**config.mk**
```make
export PLATFORM = sky130hd
export DESIGN_NAME = lsc_cluster
export DESIGN_NICKNAME = d
export VERILOG_FILES = /design/src/rtl/lsc_pkg.sv /design/src/rtl/lsc_slice.sv /design/src/rtl/lsc_cluster.sv
export SDC_FILE = /design/constraint.sdc
export NUM_CORES = 1
export LEC_CHECK = 0
export BUFFER_PORTS_ARGS = -buffer_cell sky130_fd_sc_hd__clkbuf_2
export CAP_MARGIN = 20
export CELL_PAD_IN_SITES_DETAIL_PLACEMENT = 1
export CELL_PAD_IN_SITES_GLOBAL_PLACEMENT = 2
export CORE_UTILIZATION = 35
export DETAILED_ROUTE_END_ITERATION = 16
export GPL_TIMING_DRIVEN = 0
export PLACE_DENSITY_LB_ADDON = 0.1
export SYNTH_ARGS = -nofsm -noshare
export SYNTH_HDL_FRONTEND = slang
export SYNTH_SLANG_ARGS = --single-unit
```
**constraint.sdc**
```tcl
create_clock -name sys_clk -period 13.6 [get_ports sys_clk]
set_input_delay 0 -clock sys_clk [delete_from_list [all_inputs] [get_ports sys_clk]]
set_output_delay 0 -clock sys_clk [all_outputs]
set_load 0.02 [all_outputs]
```
**src/rtl/lsc_pkg.sv**
```systemverilog
// Shared constants and types for the four-slice logic cluster.
// Assumes a single system clock; every configuration value arrives as a plain port.
package lsc_pkg;
    localparam int NUM_SLICES     = 4;
    localparam int NUM_RAM_SLICES = 3;
    localparam int ROUTE_IN_W     = 15;
    localparam int ROUTE_OUT_W    = 6;
    localparam int TABLE_DEPTH    = 16;
    localparam int TABLE_AW       = 4;
    localparam int RAM_ADDR_SLICE = 2;
    localparam int WORD_W         = 4;
    // Routing input positions within one slice.
    localparam int IN_T0_LSB = 0;
    localparam int IN_T1_LSB = 4;
    localparam int IN_M0     = 8;
    localparam int IN_M1     = 9;
    localparam int IN_CE     = 10;
    localparam int IN_LSR    = 11;
    localparam int IN_DYN    = 12;
    localparam int IN_LOAD   = 13;
    localparam int IN_WE     = 14;
    // Routing output positions within one slice; the carry output is separate.
    localparam int OUT_F0   = 0;
    localparam int OUT_F1   = 1;
    localparam int OUT_Q0   = 2;
    localparam int OUT_Q1   = 3;
    localparam int OUT_OFX0 = 4;
    localparam int OUT_OFX1 = 5;
    localparam logic [ROUTE_OUT_W-1:0] ROUTE_OUT_RST = 6'h00;
    localparam logic [WORD_W-1:0]      WORD_RST      = 4'h0;

    typedef enum logic [3:0] {
        LSC_MODE_LOGIC  = 4'b0001,
        LSC_MODE_RIPPLE = 4'b0010,
        LSC_MODE_RAM    = 4'b0100,
        LSC_MODE_ROM    = 4'b1000
    } lsc_mode_type;

    typedef enum logic [9:0] {
        LSC_OP_ADD    = 10'b0000000001,
        LSC_OP_SUB    = 10'b0000000010,
        LSC_OP_ADDSUB = 10'b0000000100,
        LSC_OP_UP     = 10'b0000001000,
        LSC_OP_DOWN   = 10'b0000010000,
        LSC_OP_UPDOWN = 10'b0000100000,
        LSC_OP_GE     = 10'b0001000000,
        LSC_OP_NE     = 10'b0010000000,
        LSC_OP_LE     = 10'b0100000000,
        LSC_OP_MULT   = 10'b1000000000
    } lsc_op_type;
endpackage

```
**src/rtl/lsc_slice.sv**
```systemverilog
// One slice: two sixteen-entry tables, two storage bits, ripple arithmetic.
// Assumes the cluster hands it a sampled clock line, the memory address and write control.
`timescale 1ns/1ps
`default_nettype none
module lsc_slice #(
    parameter bit RAM_OK = 1'b1
) (
    // Clock and reset
    input  wire logic                          sys_clk,
    input  wire logic                          rst,
    // Configuration
    input  wire logic                          cfg_load,
    input  var  lsc_pkg::lsc_mode_type         mode,
    input  var  lsc_pkg::lsc_op_type           rip_op,
    input  wire logic [lsc_pkg::TABLE_DEPTH-1:0] table0_init,
    input  wire logic [lsc_pkg::TABLE_DEPTH-1:0] table1_init,
    input  wire logic                          clk_pos,
    input  wire logic                          clk_level,
    input  wire logic                          lsr_async,
    input  wire logic                          lsr_value,
    input  wire logic                          reg_from_m,
    // Cluster clock line, sampled now and one cycle earlier
    input  wire logic                          clk_now,
    input  wire logic                          clk_prev,
    // Routing and carry
    input  wire logic [lsc_pkg::ROUTE_IN_W-1:0] route_in,
    input  wire logic                          carry_in,
    // Distributed memory control from the cluster
    input  wire logic [lsc_pkg::TABLE_AW-1:0]  ram_addr,
    input  wire logic                          ram_we,
    input  wire logic [1:0]                    ram_wdata,
    // Results
    output logic                               f0,
    output logic                               f1,
    output logic [1:0]                         q,
    output logic                               five,
    output logic                               gen,
    output logic                               prop,
    output logic                               carry_out,
    output logic                               clk_event
);
    import lsc_pkg::*;

    logic [TABLE_DEPTH-1:0] tbl0, tbl1, next_tbl0, next_tbl1;
    logic [1:0]             next_q, a, b, b_eff, m;
    logic [TABLE_AW-1:0]    idx0, idx1;
    logic [2:0]             t;
    logic                   ram_mode, lt, eq, gt;

    function automatic logic [2:0] add2(input logic [1:0] x, input logic [1:0] y, input logic c);
        add2 = {1'b0, x} + {1'b0, y} + {2'b00, c};
    endfunction

    assign a        = {route_in[IN_T1_LSB], route_in[IN_T0_LSB]};
    assign b        = {route_in[IN_T1_LSB+1], route_in[IN_T0_LSB+1]};
    assign m        = {route_in[IN_M1], route_in[IN_M0]};
    assign ram_mode = RAM_OK && (mode == LSC_MODE_RAM);
    assign idx0     = ram_mode ? ram_addr : route_in[IN_T0_LSB +: TABLE_AW];
    assign idx1     = ram_mode ? ram_addr : route_in[IN_T1_LSB +: TABLE_AW];
    // Level mode is transparent while the line sits at the active level.
    assign clk_event = clk_level ? (clk_now == clk_pos) : (clk_now == clk_pos && clk_prev != clk_pos);
    assign lt = a < b;
    assign eq = a == b;
    assign gt = a > b;
    assign b_eff = (rip_op == LSC_OP_SUB || (rip_op == LSC_OP_ADDSUB && route_in[IN_DYN])) ? ~b : b;

    always_comb begin
        next_tbl0 = tbl0;
        next_tbl1 = tbl1;
        if (cfg_load) begin
            next_tbl0 = table0_init;
            next_tbl1 = table1_init;
        end else if (ram_mode && ram_we && clk_event) begin
            next_tbl0[ram_addr] = ram_wdata[0];
            next_tbl1[ram_addr] = ram_wdata[1];
        end
    end

    always_comb begin
        unique case (rip_op)
            LSC_OP_ADD, LSC_OP_SUB, LSC_OP_ADDSUB: t = add2(a, b_eff, carry_in);
            LSC_OP_UP:     t = add2(q, 2'b00, carry_in);
            LSC_OP_DOWN:   t = {carry_in && q == 2'b00, q - {1'b0, carry_in}};
            LSC_OP_UPDOWN: t = route_in[IN_DYN] ? {carry_in && q == 2'b00, q - {1'b0, carry_in}}
                                                : add2(q, 2'b00, carry_in);
            LSC_OP_GE:     t = {gt | (eq & carry_in), 1'b0, gt | (eq & carry_in)};
            LSC_OP_NE:     t = {~eq | carry_in, 1'b0, ~eq | carry_in};
            LSC_OP_LE:     t = {lt | (eq & carry_in), 1'b0, lt | (eq & carry_in)};
            LSC_OP_MULT:   t = add2(a, b & {2{route_in[IN_M0]}}, carry_in);
            default:       t = 3'h0;
        endcase
    end

    always_comb begin
        if (mode == LSC_MODE_RIPPLE) begin
            f0        = t[0];
            f1        = t[1];
            carry_out = t[2];
        end else begin
            f0        = tbl0[idx0];
            f1        = tbl1[idx1];
            carry_out = carry_in;
        end
        five = route_in[IN_M0] ? f1 : f0;
        gen  = add2(a, b_eff, 1'b0) >= 3'h4;
        prop = &(a ^ b_eff);
    end

    always_comb begin
        next_q = q;
        if (route_in[IN_LSR] && (lsr_async || clk_event)) begin
            next_q = {2{lsr_value}};
        end else if (clk_event && route_in[IN_CE]) begin
            if (reg_from_m || (mode == LSC_MODE_RIPPLE && route_in[IN_LOAD])) begin
                next_q = m;
            end else begin
                next_q = {f1, f0};
            end
        end
    end

    always_ff @(posedge sys_clk) begin
        if (rst) begin
            tbl0 <= table0_init;
            tbl1 <= table1_init;
            q    <= 2'h0;
        end else begin
            tbl0 <= next_tbl0;
            tbl1 <= next_tbl1;
            q    <= next_q;
        end
    end
endmodule
`default_nettype wire

```
**src/rtl/lsc_cluster.sv**
```systemverilog
// Four-slice logic cluster: clock select, wide-function muxes, memory combining, registered outputs.
// Assumes routing inputs and clock lines are synchronous to sys_clk and already settled.
`timescale 1ns/1ps
`default_nettype none
module lsc_cluster #(
    parameter int NUM_SLICES = lsc_pkg::NUM_SLICES
) (
    // Clock and reset
    input  wire logic                            sys_clk,
    input  wire logic                            rst,
    // Cluster control
    input  wire logic [1:0]                      clk_line,
    input  wire logic                            clk_sel,
    input  wire logic                            chip_sel,
    input  wire logic                            cfg_load,
    // Per-slice configuration
    input  var  lsc_pkg::lsc_mode_type           slice_mode [NUM_SLICES],
    input  var  lsc_pkg::lsc_op_type             slice_op [NUM_SLICES],
    input  wire logic [lsc_pkg::TABLE_DEPTH-1:0] table0_init [NUM_SLICES],
    input  wire logic [lsc_pkg::TABLE_DEPTH-1:0] table1_init [NUM_SLICES],
    input  wire logic [NUM_SLICES-1:0]           clk_pos,
    input  wire logic [NUM_SLICES-1:0]           clk_level,
    input  wire logic [NUM_SLICES-1:0]           lsr_async,
    input  wire logic [NUM_SLICES-1:0]           lsr_value,
    input  wire logic [NUM_SLICES-1:0]           reg_from_m,
    input  wire logic [NUM_SLICES-1:0]           fast_carry,
    // Routing and carry chain
    input  wire logic [lsc_pkg::ROUTE_IN_W-1:0]  slice_in [NUM_SLICES],
    input  wire logic                            carry_in,
    input  wire logic                            ext_seven_in,
    // Results
    output logic [lsc_pkg::ROUTE_OUT_W-1:0]      slice_out [NUM_SLICES],
    output logic                                 carry_out,
    output logic [lsc_pkg::WORD_W-1:0]           mem_rdata
);
    import lsc_pkg::*;

    logic                   clk_now, clk_prev;
    logic [NUM_SLICES:0]    carry;
    logic [NUM_SLICES-1:0]  f0, f1, five, gen, prop, evt;
    logic [1:0]             q [NUM_SLICES];
    logic [TABLE_AW-1:0]    ram_addr;
    logic                   ram_we;
    logic                   six_lo, six_hi, seven, eight;
    logic [NUM_SLICES-1:0]  wide;
    logic [ROUTE_OUT_W-1:0] next_slice_out [NUM_SLICES];
    logic                   next_carry_out;
    logic [WORD_W-1:0]      next_mem_rdata;

    // The selected line is compared with its own previous sample to find edges.
    assign clk_now  = clk_line[clk_sel];
    assign carry[0] = carry_in;
    // Slice two lends its table inputs as the shared address and its spare input as write enable.
    assign ram_addr = slice_in[RAM_ADDR_SLICE][IN_T0_LSB +: TABLE_AW];
    assign ram_we   = slice_in[RAM_ADDR_SLICE][IN_WE] & chip_sel;

    always_ff @(posedge sys_clk) begin
        if (rst) begin
            clk_prev <= 1'b0;
        end else begin
            clk_prev <= clk_now;
        end
    end

    for (genvar i = 0; i < NUM_SLICES; i++) begin : g_slice
        lsc_slice #(
            .RAM_OK (i < NUM_RAM_SLICES)
        ) u_slice (
            .sys_clk     (sys_clk),
            .rst         (rst),
            .cfg_load    (cfg_load),
            .mode        (slice_mode[i]),
            .rip_op      (slice_op[i]),
            .table0_init (table0_init[i]),
            .table1_init (table1_init[i]),
            .clk_pos     (clk_pos[i]),
            .clk_level   (clk_level[i]),
            .lsr_async   (lsr_async[i]),
            .lsr_value   (lsr_value[i]),
            .reg_from_m  (reg_from_m[i]),
            .clk_now     (clk_now),
            .clk_prev    (clk_prev),
            .route_in    (slice_in[i]),
            .carry_in    (carry[i]),
            .ram_addr    (ram_addr),
            .ram_we      (ram_we),
            .ram_wdata   ((i < 2) ? {slice_in[i][IN_M1], slice_in[i][IN_M0]} : 2'b00),
            .f0          (f0[i]),
            .f1          (f1[i]),
            .q           (q[i]),
            .five        (five[i]),
            .gen         (gen[i]),
            .prop        (prop[i]),
            .carry_out   (carry[i+1]),
            .clk_event   (evt[i])
        );
    end

    // Wide functions: pairs of five-input results make six, pairs of six make seven,
    // and the eighth input level needs a seven from the neighbouring cluster.
    always_comb begin
        six_lo = slice_in[0][IN_M1] ? five[1] : five[0];
        six_hi = slice_in[2][IN_M1] ? five[3] : five[2];
        seven  = slice_in[1][IN_M1] ? six_hi : six_lo;
        eight  = slice_in[3][IN_M1] ? ext_seven_in : seven;
        wide   = {eight, six_hi, seven, six_lo};
    end

    always_comb begin
        for (int i = 0; i < NUM_SLICES; i++) begin
            next_slice_out[i][OUT_F0]   = f0[i];
            next_slice_out[i][OUT_F1]   = f1[i];
            next_slice_out[i][OUT_Q0]   = q[i][0];
            next_slice_out[i][OUT_Q1]   = q[i][1];
            next_slice_out[i][OUT_OFX0] = fast_carry[i] ? gen[i] : five[i];
            next_slice_out[i][OUT_OFX1] = fast_carry[i] ? prop[i] : wide[i];
        end
        next_carry_out = carry[NUM_SLICES];
        // Four tables of slices zero and one read out as one word.
        next_mem_rdata = {f1[1], f0[1], f1[0], f0[0]};
    end

    // Registering the outputs costs a cycle of latency but keeps routing timing predictable.
    always_ff @(posedge sys_clk) begin
        if (rst) begin
            for (int i = 0; i < NUM_SLICES; i++) begin
                slice_out[i] <= ROUTE_OUT_RST;
            end
            carry_out <= 1'b0;
            mem_rdata <= WORD_RST;
        end else begin
            for (int i = 0; i < NUM_SLICES; i++) begin
                slice_out[i] <= next_slice_out[i];
            end
            carry_out <= next_carry_out;
            mem_rdata <= next_mem_rdata;
        end
    end
endmodule
`default_nettype wire

```
# --- Yosys cells after proc, flatten, opt, wreduce, memory -nomap -nowiden ---
# Index checks and enable logic that the tools add are counted.
totals:
  inputBits: 277
  elab_cells: 330
  ff_bits: 166
  output_inout_bits: 29
classes:
  n_mux: 107
  magnitude_cmp: 22
  n_eq_ne: 59
  reduce_logical: 63
  bitwise_logic: 36
  add_sub_neg: 24
ops:
  columns: ["cell", "count"]
  rows:
  - ["16-bit 2-to-1 mux", 22]
  - ["3-bit one-hot mux with 8 select lines", 4]
  - ["16-bit bitwise mux", 4]
  - ["1-bit 2-to-1 mux", 43]
  - ["10-bit by 1-bit equality test with 1-bit output (second input constant)", 4]
  - ["10-bit equality test (second input constant)", 4]
  - ["10-bit by 2-bit equality test with 1-bit output (second input constant)", 4]
  - ["10-bit by 3-bit equality test with 1-bit output (second input constant)", 4]
  - ["10-bit by 4-bit equality test with 1-bit output (second input constant)", 4]
  - ["10-bit by 5-bit equality test with 1-bit output (second input constant)", 4]
  - ["10-bit by 6-bit equality test with 1-bit output (second input constant)", 4]
  - ["10-bit by 7-bit equality test with 1-bit output (second input constant)", 4]
  - ["10-bit by 8-bit equality test with 1-bit output (second input constant)", 4]
  - ["10-bit by 9-bit equality test with 1-bit output (second input constant)", 4]
  - ["4-bit by 5-bit less-than comparator with 1-bit output (second input constant)", 8]
  - ["16-bit AND", 2]
  - ["1-bit binary-select mux with 4-bit select", 8]
  - ["2-bit 2-to-1 mux", 16]
  - ["1-bit logical AND", 31]
  - ["2-bit by 2-bit adder with 3-bit output", 8]
  - ["3-bit by 1-bit adder with 3-bit output", 8]
  - ["4-bit 2-to-1 mux", 5]
  - ["4-bit by 2-bit equality test with 1-bit output (second input constant)", 4]
  - ["16-bit NOT", 1]
  - ["25 further kinds", 107]

# --- Depth between registers and ports, before layout ---
# Gate-level depths: netlist of run 1.
depth:
  depth_word: 25
  depth_mapped: 40
  mapped_depth_nobuf: 38

# --- Cells and area by module ---
# Synthesis of run 1 repeated with hierarchy kept, for this count alone.
unflattened:
  cells_unflattened: 1245
  hier_area_um2: 11656.2
by_module_without_submodules:
  columns: ["module", "area_per_inst_um2", "cells_each", "instances", "seq_area_each_um2"]
  rows:
  - ["lsc_slice (g_slice[2].u_slice)", 2935.3, 341, 1, 1001.0]
  - ["lsc_slice (g_slice[0].u_slice)", 2866.5, 330, 1, 1001.0]
  - ["lsc_slice (g_slice[1].u_slice)", 2775.2, 315, 1, 1001.0]
  - ["lsc_slice (g_slice[3].u_slice)", 2205.9, 180, 1, 1001.0]
  - ["lsc_cluster", 873.3, 79, 1, 520.5]

# --- Worst setup path before layout of run 1 ---
# Ideal clock, no wire load.
synth_path:
  path_kind: "input-to-reg"
  startpoint: "input port slice_op[34] (netlist bit)"
  endpoint: "register slice_out[5] (netlist bit)"
  setup_slack_ns: 5.762
  stages: 40
  setup_ns: 0.129
  arrival_ns: 7.710
  required_ns: 13.471
  path_buffers: 2
  cell_sequence: "buf_6 or4_1 buf_2 a2111oi_0 xor2_1 ha_1 inv_1 fa_1 inv_1 ha_1 xnor2_1 a31oi_1 nor4b_1 nor3_1 inv_2 fa_1 inv_1 fa_1 [... 4 more ...] inv_1 fa_1 inv_1 fa_1 inv_1 o221ai_1 nor2_1 o22ai_1 fa_1 inv_1 fa_1 nor2_1 a221oi_1 a21oi_1 or2_2 and3_1 o31ai_1 o41ai_2"
synth_via:
  elab_chain_len: 25
  word_cells_on_any_way: 69
  classes_between: "14 x add/sub; 10 x eq/ne; 28 x mux; 12 x bitwise; 5 x reduce/logical"
synth_rtl:
  columns: ["element", "line", "text"]
  rows:
  - ["start: declaration", "lsc_cluster.sv:18", "input var lsc_pkg::lsc_op_type slice_op [NUM_SLICES],"]
  - ["10-bit by 3-bit equality test with 1-bit output", "lsc_slice.sv:65, lsc_slice.sv:80", null]
  - ["1-bit logical AND", "lsc_slice.sv:65", "assign b_eff = (rip_op == LSC_OP_SUB || (rip_op == LSC_OP_ADDSUB && route_in[IN_DYN])) ? ~b : b;"]
  - ["1-bit logical OR", "lsc_slice.sv:65", null]
  - ["2-bit 2-to-1 mux", "lsc_slice.sv:65", null]
  - ["2-bit by 2-bit adder with 3-bit output", "lsc_slice.sv:51", "add2 = {1'b0, x} + {1'b0, y} + {2'b00, c};"]
  - ["3-bit by 1-bit adder with 3-bit output", "lsc_slice.sv:51", null]
  - ["3-bit one-hot mux with 8 select lines (*)", "lsc_slice.sv:80", "unique case (rip_op)"]
  - ["1-bit 2-to-1 mux", "lsc_slice.sv:95", "if (mode == LSC_MODE_RIPPLE) begin"]
  - ["[... 9 more ...]", null, null]
  - ["3-bit 2-to-1 mux, or another cell as far along", "lsc_slice.sv:84", "LSC_OP_UPDOWN: t = route_in[IN_DYN] ? {carry_in && q == 2'b00, q - {1'b0, carry_in}}"]
  - ["3-bit one-hot mux with 8 select lines", "lsc_slice.sv:80", null]
  - ["1-bit 2-to-1 mux", "lsc_slice.sv:95", null]
  - ["1-bit 2-to-1 mux", "lsc_slice.sv:104", "five = route_in[IN_M0] ? f1 : f0;"]
  - ["1-bit 2-to-1 mux", "lsc_cluster.sv:103", "six_hi = slice_in[2][IN_M1] ? five[3] : five[2];"]
  - ["1-bit 2-to-1 mux (*)", "lsc_cluster.sv:104", "seven = slice_in[1][IN_M1] ? six_hi : six_lo;"]
  - ["1-bit 2-to-1 mux (*)", "lsc_cluster.sv:105", "eight = slice_in[3][IN_M1] ? ext_seven_in : seven;"]
  - ["1-bit 2-to-1 mux (*)", "lsc_cluster.sv:116", "next_slice_out[i][OUT_OFX1] = fast_carry[i] ? prop[i] : wide[i];"]
  - ["end signal: indexed assignment", "lsc_cluster.sv:133", "slice_out[i] <= next_slice_out[i];"]
  - ["end: declaration", "lsc_cluster.sv:32", "output logic [lsc_pkg::ROUTE_OUT_W-1:0] slice_out [NUM_SLICES],"]
# Every way passes the cells marked *; elsewhere a longest branch is shown, timed or not.
# A chain may end at the register's enable or synchronous reset.

# --- Worst setup path in the final report of run 1 ---
layout_path:
  startpoint: "input port slice_op[35] (netlist bit)"
  endpoint: "register slice_out[5] (netlist bit)"
# The elaborated chain is that of the path after synthesis.

==> run metrics, run 1 <==
Slew HR=26.5%; worst flop-to-flop path startpoint=g_slice[0].u_slice.q[0]$_SDFFE_PP0P_; Final Wtd Congestion=~0.85; post-DR wirelength/cell=21.1 um; Slew Limit Fails=0; CTS tree=built; dpl hpwl=34700 um; Die H=about 180 um; crit path from=slice_op[35]; Int Pwr=1.00 mW; leading cell type in the layout, fill and taps excluded=clkbuf_2; largest net degree at the start of global routing=between 40 and 50; Combinational Power Share=24.0%; crit path time final=9.81 ns; vias in the first global route=12100; met3 usage=4.04%; ys flop type=edfxtp_1; CTS Buf Count=17; total power=1.46 mW; Die W=roughly 180 um; Synthesized Nets=1592; hold path start=slice_mode[2]; Core ar.=~0.033 mm^2; Switching Share=31.4%; first-pass GRT wire length=69600 um; Clock Power Share=33.8%; final wirelength=46000 um; VDD IR max=87.7 uV; pwr/cell area=93.4 mW/mm^2; grt ovf=0; cells after synthesis=~1300; Final Util=about half; Max Cap Viol=0; sequential share of power=42.2%; post-route ant nets=0; GRT busiest layer=met2; status=complete, no violations; Post-Syn Area=0.0116 mm^2; nets@finish=2049; Starting DRT DRC Count=710; Register-to-Register Path Depth=34; top cells by area, synth=edfxtp_1 33%, dfxtp_1 5.9%, nand2_1 5.8%, mux2i_1 5.3%, o21ai_0 4.3%; DR pass1 iterations=4; crit-path max FO=8; Seq/Total Area, Yosys=39.2%; All-Layer GR Usage=about 27%; Psw=460 uW; Critical Path RT=around 14 ns; vias post-DR=approximately 12000; synth warn=0; Top-Level Pins=306; RSZ-0062 raised after global routing=no; area grow syn2layout=35.5%; CTS Buffer Depth=2; Critical Path End Type=flop; EDFF count, synth=128; hold depth=5; area leader, netlist=edfxtp_1; WP depth=about 40; final hold viol count=0; placed instance area=0.0136 mm^2; fraction of registers with async set/reset=0%; PortBufs=287; final setup fails=0; number of distinct library cells after synthesis=79; largest stage delay on the critical path=~0.85 ns; path type of the worst setup path=in -> reg; Max Clock Freq=0.102 GHz; grt met1 use=between 30% and 40%; worst skew pair latency=0.44 ns; met2 track demand over resource=46.8%; critical path's top delay family=compound AO/OA/AOI/OAI gates; top cell type's share of synthesized area=33.3%; final instance area=between 0.015 and 0.02 mm^2; Clock Skews=0.0132 ns; H-tree depth=4; Total Neg Setup Slack=0 ns; final cycle utilization of the critical path=between 70 and 80%; Clk pin slew, worst setup/hold paths=about 0.070 ns; initial antenna violation count=1; Startpoint Class=input port; WP data arrival=roughly 10 ns; most frequent cells in the layout=289 x clkbuf_2, 179 x nand2_1, 148 x dlygate4sd3_1; Leak=between 6 and 7 nW; die area=0.0337 mm^2; Starting Density=35.5%; Slowest-stage cell, CP=a2111oi_0; worst slew pin tran=about 1.1 ns; Root Buffer=clkbuf_16; share of cells above drive strength 1=21.4%; row cnt=66; CTS Sinks=162; CP bufs+invs=11; vias per inst=5.43; #FFs+latches synth=162; Tightest Hold Check Type=in -> reg; # DRC=0; Mapped Avg Cell Area=~9.1 um^2
## layout make-up
type,instances,area [um^2]
inverter,58,218
clock inverter,15,145
sequential,162,4520
fill,3917,16900
multi-input combinational,983,6570
clock buffer,17,425
timing repair buffer,438,2960
antenna,2,5.00
buffer,61,256
tap,442,553
## sequential cells by signal, summed over array words and instances, names as in the netlist
name and count:
slice_out 24, g_slice.u_slice.q 8, clk_prev 1, g_slice.u_slice.tbl1 64
carry_out 1, g_slice.u_slice.tbl0 64
## power groups by stage
stage | sequential [mW] | combinational (mW) | clock, mW
after CTS | 0.615 | 0.348 | 0.497
final | 0.617 | 0.351 | 0.495
after detailed placement | 0.626 | 0.311 | 0
after global placement | 0.625 | 0.303 | 0
after global routing | 0.621 | 0.384 | 0.516
after floorplan | 0.625 | 0.174 | 0
## tightest hold or removal path, delay by kind of cell
kind                   cells  cell delay (ns)
AO/OA/AOI/OAI              2             0.16
buffers and inverters      1             0.08
AND/OR/NAND/NOR            2             0.18
## stage by stage
step / setup WS, ns / hold WS (ns) / cells
final: 3.79 / 0.0266 / 2178
after global routing: 3.07 / 0.0395 / 2177
after CTS: 3.70 / 0.0110 / 2175
after detailed placement: 3.79 / 0.179 / 1995
after global placement: 3.90 / 0.178 / 1993
after floorplan: 5.76 / 0.0945 / 1264
## cells in the mapped netlist, drive strengths merged (22+ instances only)
| cell type | number |
|---|---|
| nand2b | 25 |
| nand2 | 179 |
| nor3 | 22 |
| mux2i | 61 |
| a211oi | 24 |
| o21ai | 99 |
| clkbuf | 45 |
| nand3 | 57 |
| nor2b | 31 |
| a21oi | 76 |
| nor2 | 79 |
| inv | 58 |
| edfxtp | 128 |
| ha | 39 |
| dfxtp | 34 |
## repair_timing
action                    4_1_cts  5_1_grt
hold buffers                  148        0
hold endpoints to repair      144        0
buffers inserted                0        0
gates resized for setup         0        0
## layer usage
metal,vias to the layer above,wire length (um)
li1,5614,-
met1,5816,20700
met2,357,22500
met3,42,2110
met4,0,753
met5,-,0
## final timing paths
check                                           endpoint  slack [ns]
worst max register to register   slice_out[5]$_SDFF_PP0_        5.24
worst max-delay path             slice_out[5]$_SDFF_PP0_        3.79
worst min register to register  slice_out[14]$_SDFF_PP0_        0.52
worst min-delay path                carry_out$_SDFF_PP0_        0.03
## cell families after synthesis
| group | share of synthesized area (%) |
|---|---|
| mux | 8.70 |
| buf+inv | 4.09 |
| simple gates | 21.6 |
| fa+ha+maj | 6.30 |
| flops | 39.2 |
| xor+xnor | 1.97 |
| compound gates | 18.2 |
Note: power is estimated with default switching activity, not from simulation.
==> run 2, diff against run 1 <==
- CORE_UTILIZATION: 35 -> 29
- clock period: 13.6 -> 7.9 ns (I/O delays scaled with it)
==> run 2 against run 1 <==
Effect of this change:
- clock skew shrank 0.00071 ns
- utilization shrank 7.1 points
- worst hold slack gained 0.0034 ns
- routed wire length grew 5.2%
- highest routed layer is now met5
- largest power group unchanged
- critical path type unchanged
- first-iteration DRC count grew 4.5%
==> run metrics, run 2 (synthesis gave the netlist of run 1 again) <==
post-route ant nets=0 (unchanged); first-pass GRT wire length=73500 um (+5.6%); Slew HR=31.8% (+5.3 points); Starting Density=29.6% (-5.9 points); final wirelength=48400 um (+5.2%); largest stage delay on the critical path=0.54 ns (-0.31 ns); leading cell type in the layout, fill and taps excluded=clkbuf_2; sequential share of power=40.9% (-1.3 points); Switching Share=30.7% (-0.76 points); crit path time final=7.35 ns; Psw=796 uW (+73%); Startpoint Class=input port; path type of the worst setup path=in -> reg; Slew Limit Fails=0 (unchanged); Max Cap Viol=0 (unchanged); share of cells above drive strength 1=22.7% (+1.3 points); die area=0.0406 mm^2 (+20%); largest net degree at the start of global routing=42 (unchanged); Clk pin slew, worst setup/hold paths=0.07 ns (about the same); ANT cells=0 (-2); worst slew pin tran=1.02 ns (-0.0526 ns); Die H=202 um (+9.8%); # DRC=0 (unchanged); Clock Power Share=35.3% (+1.5 points); Starting DRT DRC Count=742 (+4.5%); worst flop-to-flop path startpoint=g_slice[0].u_slice.q[0]$_SDFFE_PP0P_; worst skew pair latency=0.44 ns (about the same); vias per inst=5.12 (-5.7%); H-tree depth=4 (unchanged); vias post-DR=11600 (-1.9%); placed instance area=0.0137 mm^2 (+0.86%); nets@finish=2062 (+0.63%); area grow syn2layout=38.5%; worst r2r dst=slice_out[17]$_SDFF_PP0_; Register-to-Register Path Depth=33 (-2.9%); final setup fails=0 (unchanged); initial antenna violation count=1 (unchanged); Slowest-stage cell, CP=or4_4; RSZ-0062 raised after global routing=no; Die W=202 um (+9.8%); register-to-register setup slack=1.59 ns (-3.65 ns); final hold viol count=0 (unchanged); worst min-delay path endpoint=g_slice[3].u_slice.q[1]$_SDFFE_PP0P_; Core ar.=0.0390 mm^2 (+20%); Combinational Power Share=23.8% (-0.2 points); All-Layer GR Usage=23.8% (-3.4 points); Critical Path RT=8.21 ns (-5.72 ns); Int Pwr=1.80 mW (+79%); pwr/cell area=162 mW/mm^2 (+74%); final cycle utilization of the critical path=93.1%; WP data arrival=7.66 ns (-2.48 ns); VDD IR max=142 uV (+62%); PortBufs=287 (unchanged); Critical Path End Type=flop; dpl hpwl=38000 um (+9.3%); CP bufs+invs=9 (-2); Final Wtd Congestion=0.844 (-1.1%); post-DR wirelength/cell=21.4 um (+1.2%); status=complete, no violations; Max Clock Freq=0.136 GHz; vias in the first global route=12300 (+1.7%); most frequent cells in the layout=287 x clkbuf_2, 179 x nand2_1, 149 x dlygate4sd3_1; Leak=6.63 nW (+1.5%); grt ovf=0 (unchanged); hold path start=slice_in[13]; CTS Buffer Depth=2 (unchanged); crit-path max FO=8 (unchanged); DR pass1 iterations=5 (+1); CTS tree=built; hold depth=4 (-1); total power=2.60 mW (+77%); CTS Buf Count=17 (unchanged); final instance area=0.0160 mm^2 (+2.2%); Clock Skews=0.0125 ns (-0.000705 ns); critical path's top delay family=adder cells; Root Buffer=clkbuf_16; Top-Level Pins=306 (unchanged); CTS Sinks=162 (unchanged); Tightest Hold Check Type=in -> reg; row cnt=72 (+9.1%); Regs by FF count=g_slice.u_slice.tbl0 x64, g_slice.u_slice.tbl1 x64, slice_out x24
run 2: changes by cell type in the layout (fill, tap and decap cells not counted), sizes merged:
cell           change
buf               +13
bufinv             +2
clkbuf             -2
clkdlybuf4s18      +1
clkinv             -2
clkinvlp           +1
diode              -2
dlygate4sd3        +1
inv                -1
run 2: worst max-delay path by stage:
| stage | startpoint | end | depth (start not counted) |
|---|---|---|---|
| after floorplan | slice_op[34] | slice_out[5]$_SDFF_PP0_ | 40 |
| after global placement | slice_op[35] | slice_out[5]$_SDFF_PP0_ | 40 |
| after detailed placement | slice_op[35] | slice_out[5]$_SDFF_PP0_ | 41 |
| after CTS | slice_op[35] | slice_out[17]$_SDFF_PP0_ | 41 |
| after global routing | slice_op[35] | slice_out[17]$_SDFF_PP0_ | 40 |
| final | slice_op[35] | slice_out[17]$_SDFF_PP0_ | 40 |
run 2: metrics by stage:
stage                     setup slack (ns)  utilization (%)  setup TNS (ns)  instances  hold slack [ns]
after floorplan                     0.0615                -               0       1264           0.0945
after global placement               -1.97             35.0          -12.07       2069            0.178
after detailed placement             -1.66             35.2           -9.10       2074            0.179
after CTS                            0.142             40.7               0       2257          0.00791
after global routing                0.0176             41.0               0       2265           0.0388
final                                0.548             41.0               0       2265           0.0300
run 2: worst register-to-register path, delay by kind of cell (launching register included):
| family | cells | cell delay (ns) |
|---|---|---|
| AOI/OAI and AO/OA | 11 | 2.04 |
| adders and majority gates | 8 | 2.18 |
| buffers and inverters | 6 | 0.41 |
| DFF | 1 | 0.42 |
| and+or+nand+nor | 8 | 1.09 |
run 2: timing repair:
action,in CTS,in global routing
pin swaps,1,7
endpoints found under the setup margin,9,6
hold endpoints to repair,144,0
resized for setup,8,18
hold buffers,149,0
buffers inserted,2,7
run 2: final cells by class:
type / count / area [um^2]
fillers: 4584 / 23000
multi-input cells: 983 / 6660
flip-flops and latches: 162 / 4520
repair buffers: 451 / 3060
well taps: 518 / 648
clock buffers: 17 / 425
plain buffers: 61 / 263
inverters: 58 / 218
clock inverters: 15 / 196
run 2: layer usage:
layer / up-vias / routed length (um) / track usage (%)
li1: 5652 / - / -
met1: 5641 / 22500 / 31.4
met2: 269 / 23700 / 41.1
met3: 35 / 1650 / 3.56
met4: 2 / 521 / 4.44
met5: - / 13 / 0
run 2: power by group through the flow:
stage	clock [mW]	combinational [mW]	sequential [mW]
detailed placement	0	0.543	1.08
finish	0.917	0.617	1.06
CTS	0.938	0.611	1.06
global route	0.961	0.680	1.07
global placement	0	0.533	1.08
floorplan	0	0.299	1.08
==> run 3, diff against run 2 <==
- CAP_MARGIN: 20 -> not set
- CORE_UTILIZATION: 29 -> 32
- clock period: 7.9 -> 6.8 ns (I/O delays scaled with it)
==> run 3 against run 2 <==
Effect of this change:
- the flow now finishes with violations (setup timing)
- clock skew decreased by 0.00088 ns
- clock power increased by 5.9%
- routed wire length decreased by 1.2%
- die area decreased by 9.3%
- worst setup slack got worse by 0.57 ns
==> run metrics, run 3 (synthesis gave the netlist of run 1 again) <==
status=complete, but fails checks; failing checks=setup timing; CTS Sinks=162 (unchanged); initial antenna violation count=2 (+1); final hold viol count=0 (unchanged); number of fill cells=4228 (-7.8%); Tightest Hold Check Type=in -> reg; path type of the worst setup path=in -> reg; Setup WS pre-CTS=-1.22 ns (+0.447 ns); Final WS setup=-0.0222 ns (-0.571 ns); Regs by FF count=g_slice.u_slice.tbl0 x64, g_slice.u_slice.tbl1 x64, slice_out x24; crit-path max FO=4 (-4); largest stage delay on the critical path=0.55 ns (about the same); Critical Path End Type=flop; most frequent cells in the layout=287 x clkbuf_2, 178 x nand2_1, 152 x dlygate4sd3_1; largest net degree at the start of global routing=42 (unchanged); Die W=192 um (-4.8%); vias per inst=5.33 (+4.1%); Switching Share=31.4% (+0.71 points); worst slew pin tran=1.25 ns (+0.228 ns); Clk pin slew, worst setup/hold paths=0.07 ns (about the same); final wirelength=47800 um (-1.2%); RSZ-0062 raised after global routing=yes; Leak=6.68 nW (+0.82%); Total Neg Setup Slack=-0.0401 ns (-0.0401 ns); Root Buffer=clkbuf_16; area grow syn2layout=39.9%; CP bufs+invs=9 (unchanged); placed cells=2015 (-2.8%); dpl hpwl=36300 um (-4.3%); Critical Path RT=7.13 ns (-1.08 ns); PortBufs=287 (unchanged); All-Layer GR Usage=26.1% (+2.3 points); VDD IR max=175 uV (+23%); share of cells above drive strength 1=24.5% (+1.9 points); grt ovf=0 (unchanged); post-route insts no fill=2220 (-2.0%); Clock Skews=0.0116 ns (-0.000884 ns); vias post-DR=11800 (+2.0%); Starting DRT DRC Count=750 (+1.1%); first-pass GRT wire length=71600 um (-2.5%); CTS tree=built; total power=2.94 mW (+13%); CTS Buffer Depth=2 (unchanged); Slew HR=15.7% (-16 points); Starting Density=32.5% (+2.9 points); pwr/cell area=182 mW/mm^2 (+12%); DR pass1 iterations=5 (unchanged); final setup fails=2 (+2); final cycle utilization of the critical path=100%; Core ar.=0.0356 mm^2 (-8.8%); Clock Power Share=33.0% (-2.3 points); # DRC=0 (unchanged); post-DR wirelength/cell=21.5 um (+0.77%); WP data arrival=7.15 ns (-0.51 ns); Int Pwr=2.02 mW (+12%); Max Cap Viol=0 (unchanged); H-tree depth=4 (unchanged); Combinational Power Share=25.1% (+1.3 points); Die H=192 um (-4.8%); Final Wtd Congestion=0.852 (+0.95%); Slew Limit Fails=0 (unchanged); die area=0.0369 mm^2 (-9.3%); nets@finish=2072 (+0.48%); CTS Buf Count=17 (unchanged); Max Clock Freq=0.147 GHz; vias in the first global route=12300 (+0.032%); row cnt=69 (-4.2%); Slowest-stage cell, CP=or4_4; post-route ant nets=0 (unchanged); Psw=924 uW (+16%); critical path's top delay family=adder cells; leading cell type in the layout, fill and taps excluded=clkbuf_2; crit path time final=~7 ns; worst skew pair latency=0.45 ns (about the same); Startpoint Class=input port; Top-Level Pins=306 (unchanged); sequential share of power=42.0% (+1.1 points); Most common cell on crit path=inv_2
[run 3: cell count changes in the layout (fill, tap and decap cells not counted), sizes merged]
cell / delta
buf: +10
clkinv: +2
inv: -1
bufinv: -2
clkbuf: -1
clkdlybuf4s18: -1
dlygate4sd3: +3
diode: +2
[run 3: final timing paths]
| kind | slack (ns) | cells after the start | endpoint | from |
|---|---|---|---|---|
| hold / removal | 0.01 | 4 | g_slice[1].u_slice.q[1]$_SDFFE_PP0P_ | slice_in[40] |
| hold reg to reg | 0.49 | 2 | slice_out[14]$_SDFF_PP0_ | g_slice[1].u_slice.q[0]$_SDFFE_PP0P_ |
| setup / recovery | -0.02 | 39 | slice_out[5]$_SDFF_PP0_ | slice_op[35] |
| setup reg to reg | 0.70 | 33 | slice_out[5]$_SDFF_PP0_ | g_slice[0].u_slice.q[0]$_SDFFE_PP0P_ |
[run 3: power groups by stage]
stage	logic, mW	registers, mW	clock network [mW]
after global routing	0.811	1.24	1.02
after detailed placement	0.642	1.26	0
after floorplan	0.356	1.25	0
after global placement	0.626	1.25	0
final	0.738	1.24	0.971
after CTS	0.727	1.23	0.983
[run 3: through the flow]
step / area (um^2) / hold WS (ns) / utilization (%)
floorplan: 11700 / 0.0854 / -
global placement: 13700 / 0.176 / 38.5
detailed placement: 13800 / 0.179 / 38.7
CTS: 16000 / 0.00407 / 45.1
global route: 16200 / 0.0387 / 45.4
finish: 16200 / 0.0122 / 45.4
[run 3: what timing repair did]
item / CTS / global route
setup endpoints to repair: 9 / 7
buffers inserted: 16 / 4
gates resized for setup: 19 / 26
hold buffers: 152 / 0
hold endpoints to repair: 143 / 0
pin swaps: 23 / 26
[run 3: layer usage]
| layer | part of all wire [%] | wire length (um) | up-vias | track usage (%) |
|---|---|---|---|---|
| met1 | 46 | 22000 | 5783 | 35.2 |
| met3 | 5.1 | 2440 | 42 | 4.09 |
| met2 | 47 | 22700 | 332 | 43.6 |
| li1 | - | - | 5678 | - |
| met4 | 1.3 | 622 | 0 | 6.15 |
| met5 | 0 | 0 | - | 0 |
[run 3: layout make-up]
| type | instances | area (um^2) | area share, % |
|---|---|---|---|
| timing repair buffer | 462 | 3190 | 19.7 |
| clock inverter | 14 | 128 | 0.790 |
| tap | 461 | 577 | 3.57 |
| antenna | 2 | 5.00 | 0.0310 |
| inverter | 58 | 218 | 1.35 |
| sequential | 162 | 4520 | 28.0 |
| buffer | 60 | 279 | 1.73 |
| multi-input combinational | 983 | 6820 | 42.2 |
| clock buffer | 18 | 429 | 2.66 |
[run 3: worst reg2reg max path, delay by kind of cell (launching register included)]
family | cells | cell delay, ns
adders and majority gates | 8 | 2.17
and+or+nand+nor | 8 | 1.08
buffers and inverters | 6 | 0.39
AOI/OAI and AO/OA | 11 | 1.95
DFF | 1 | 0.41
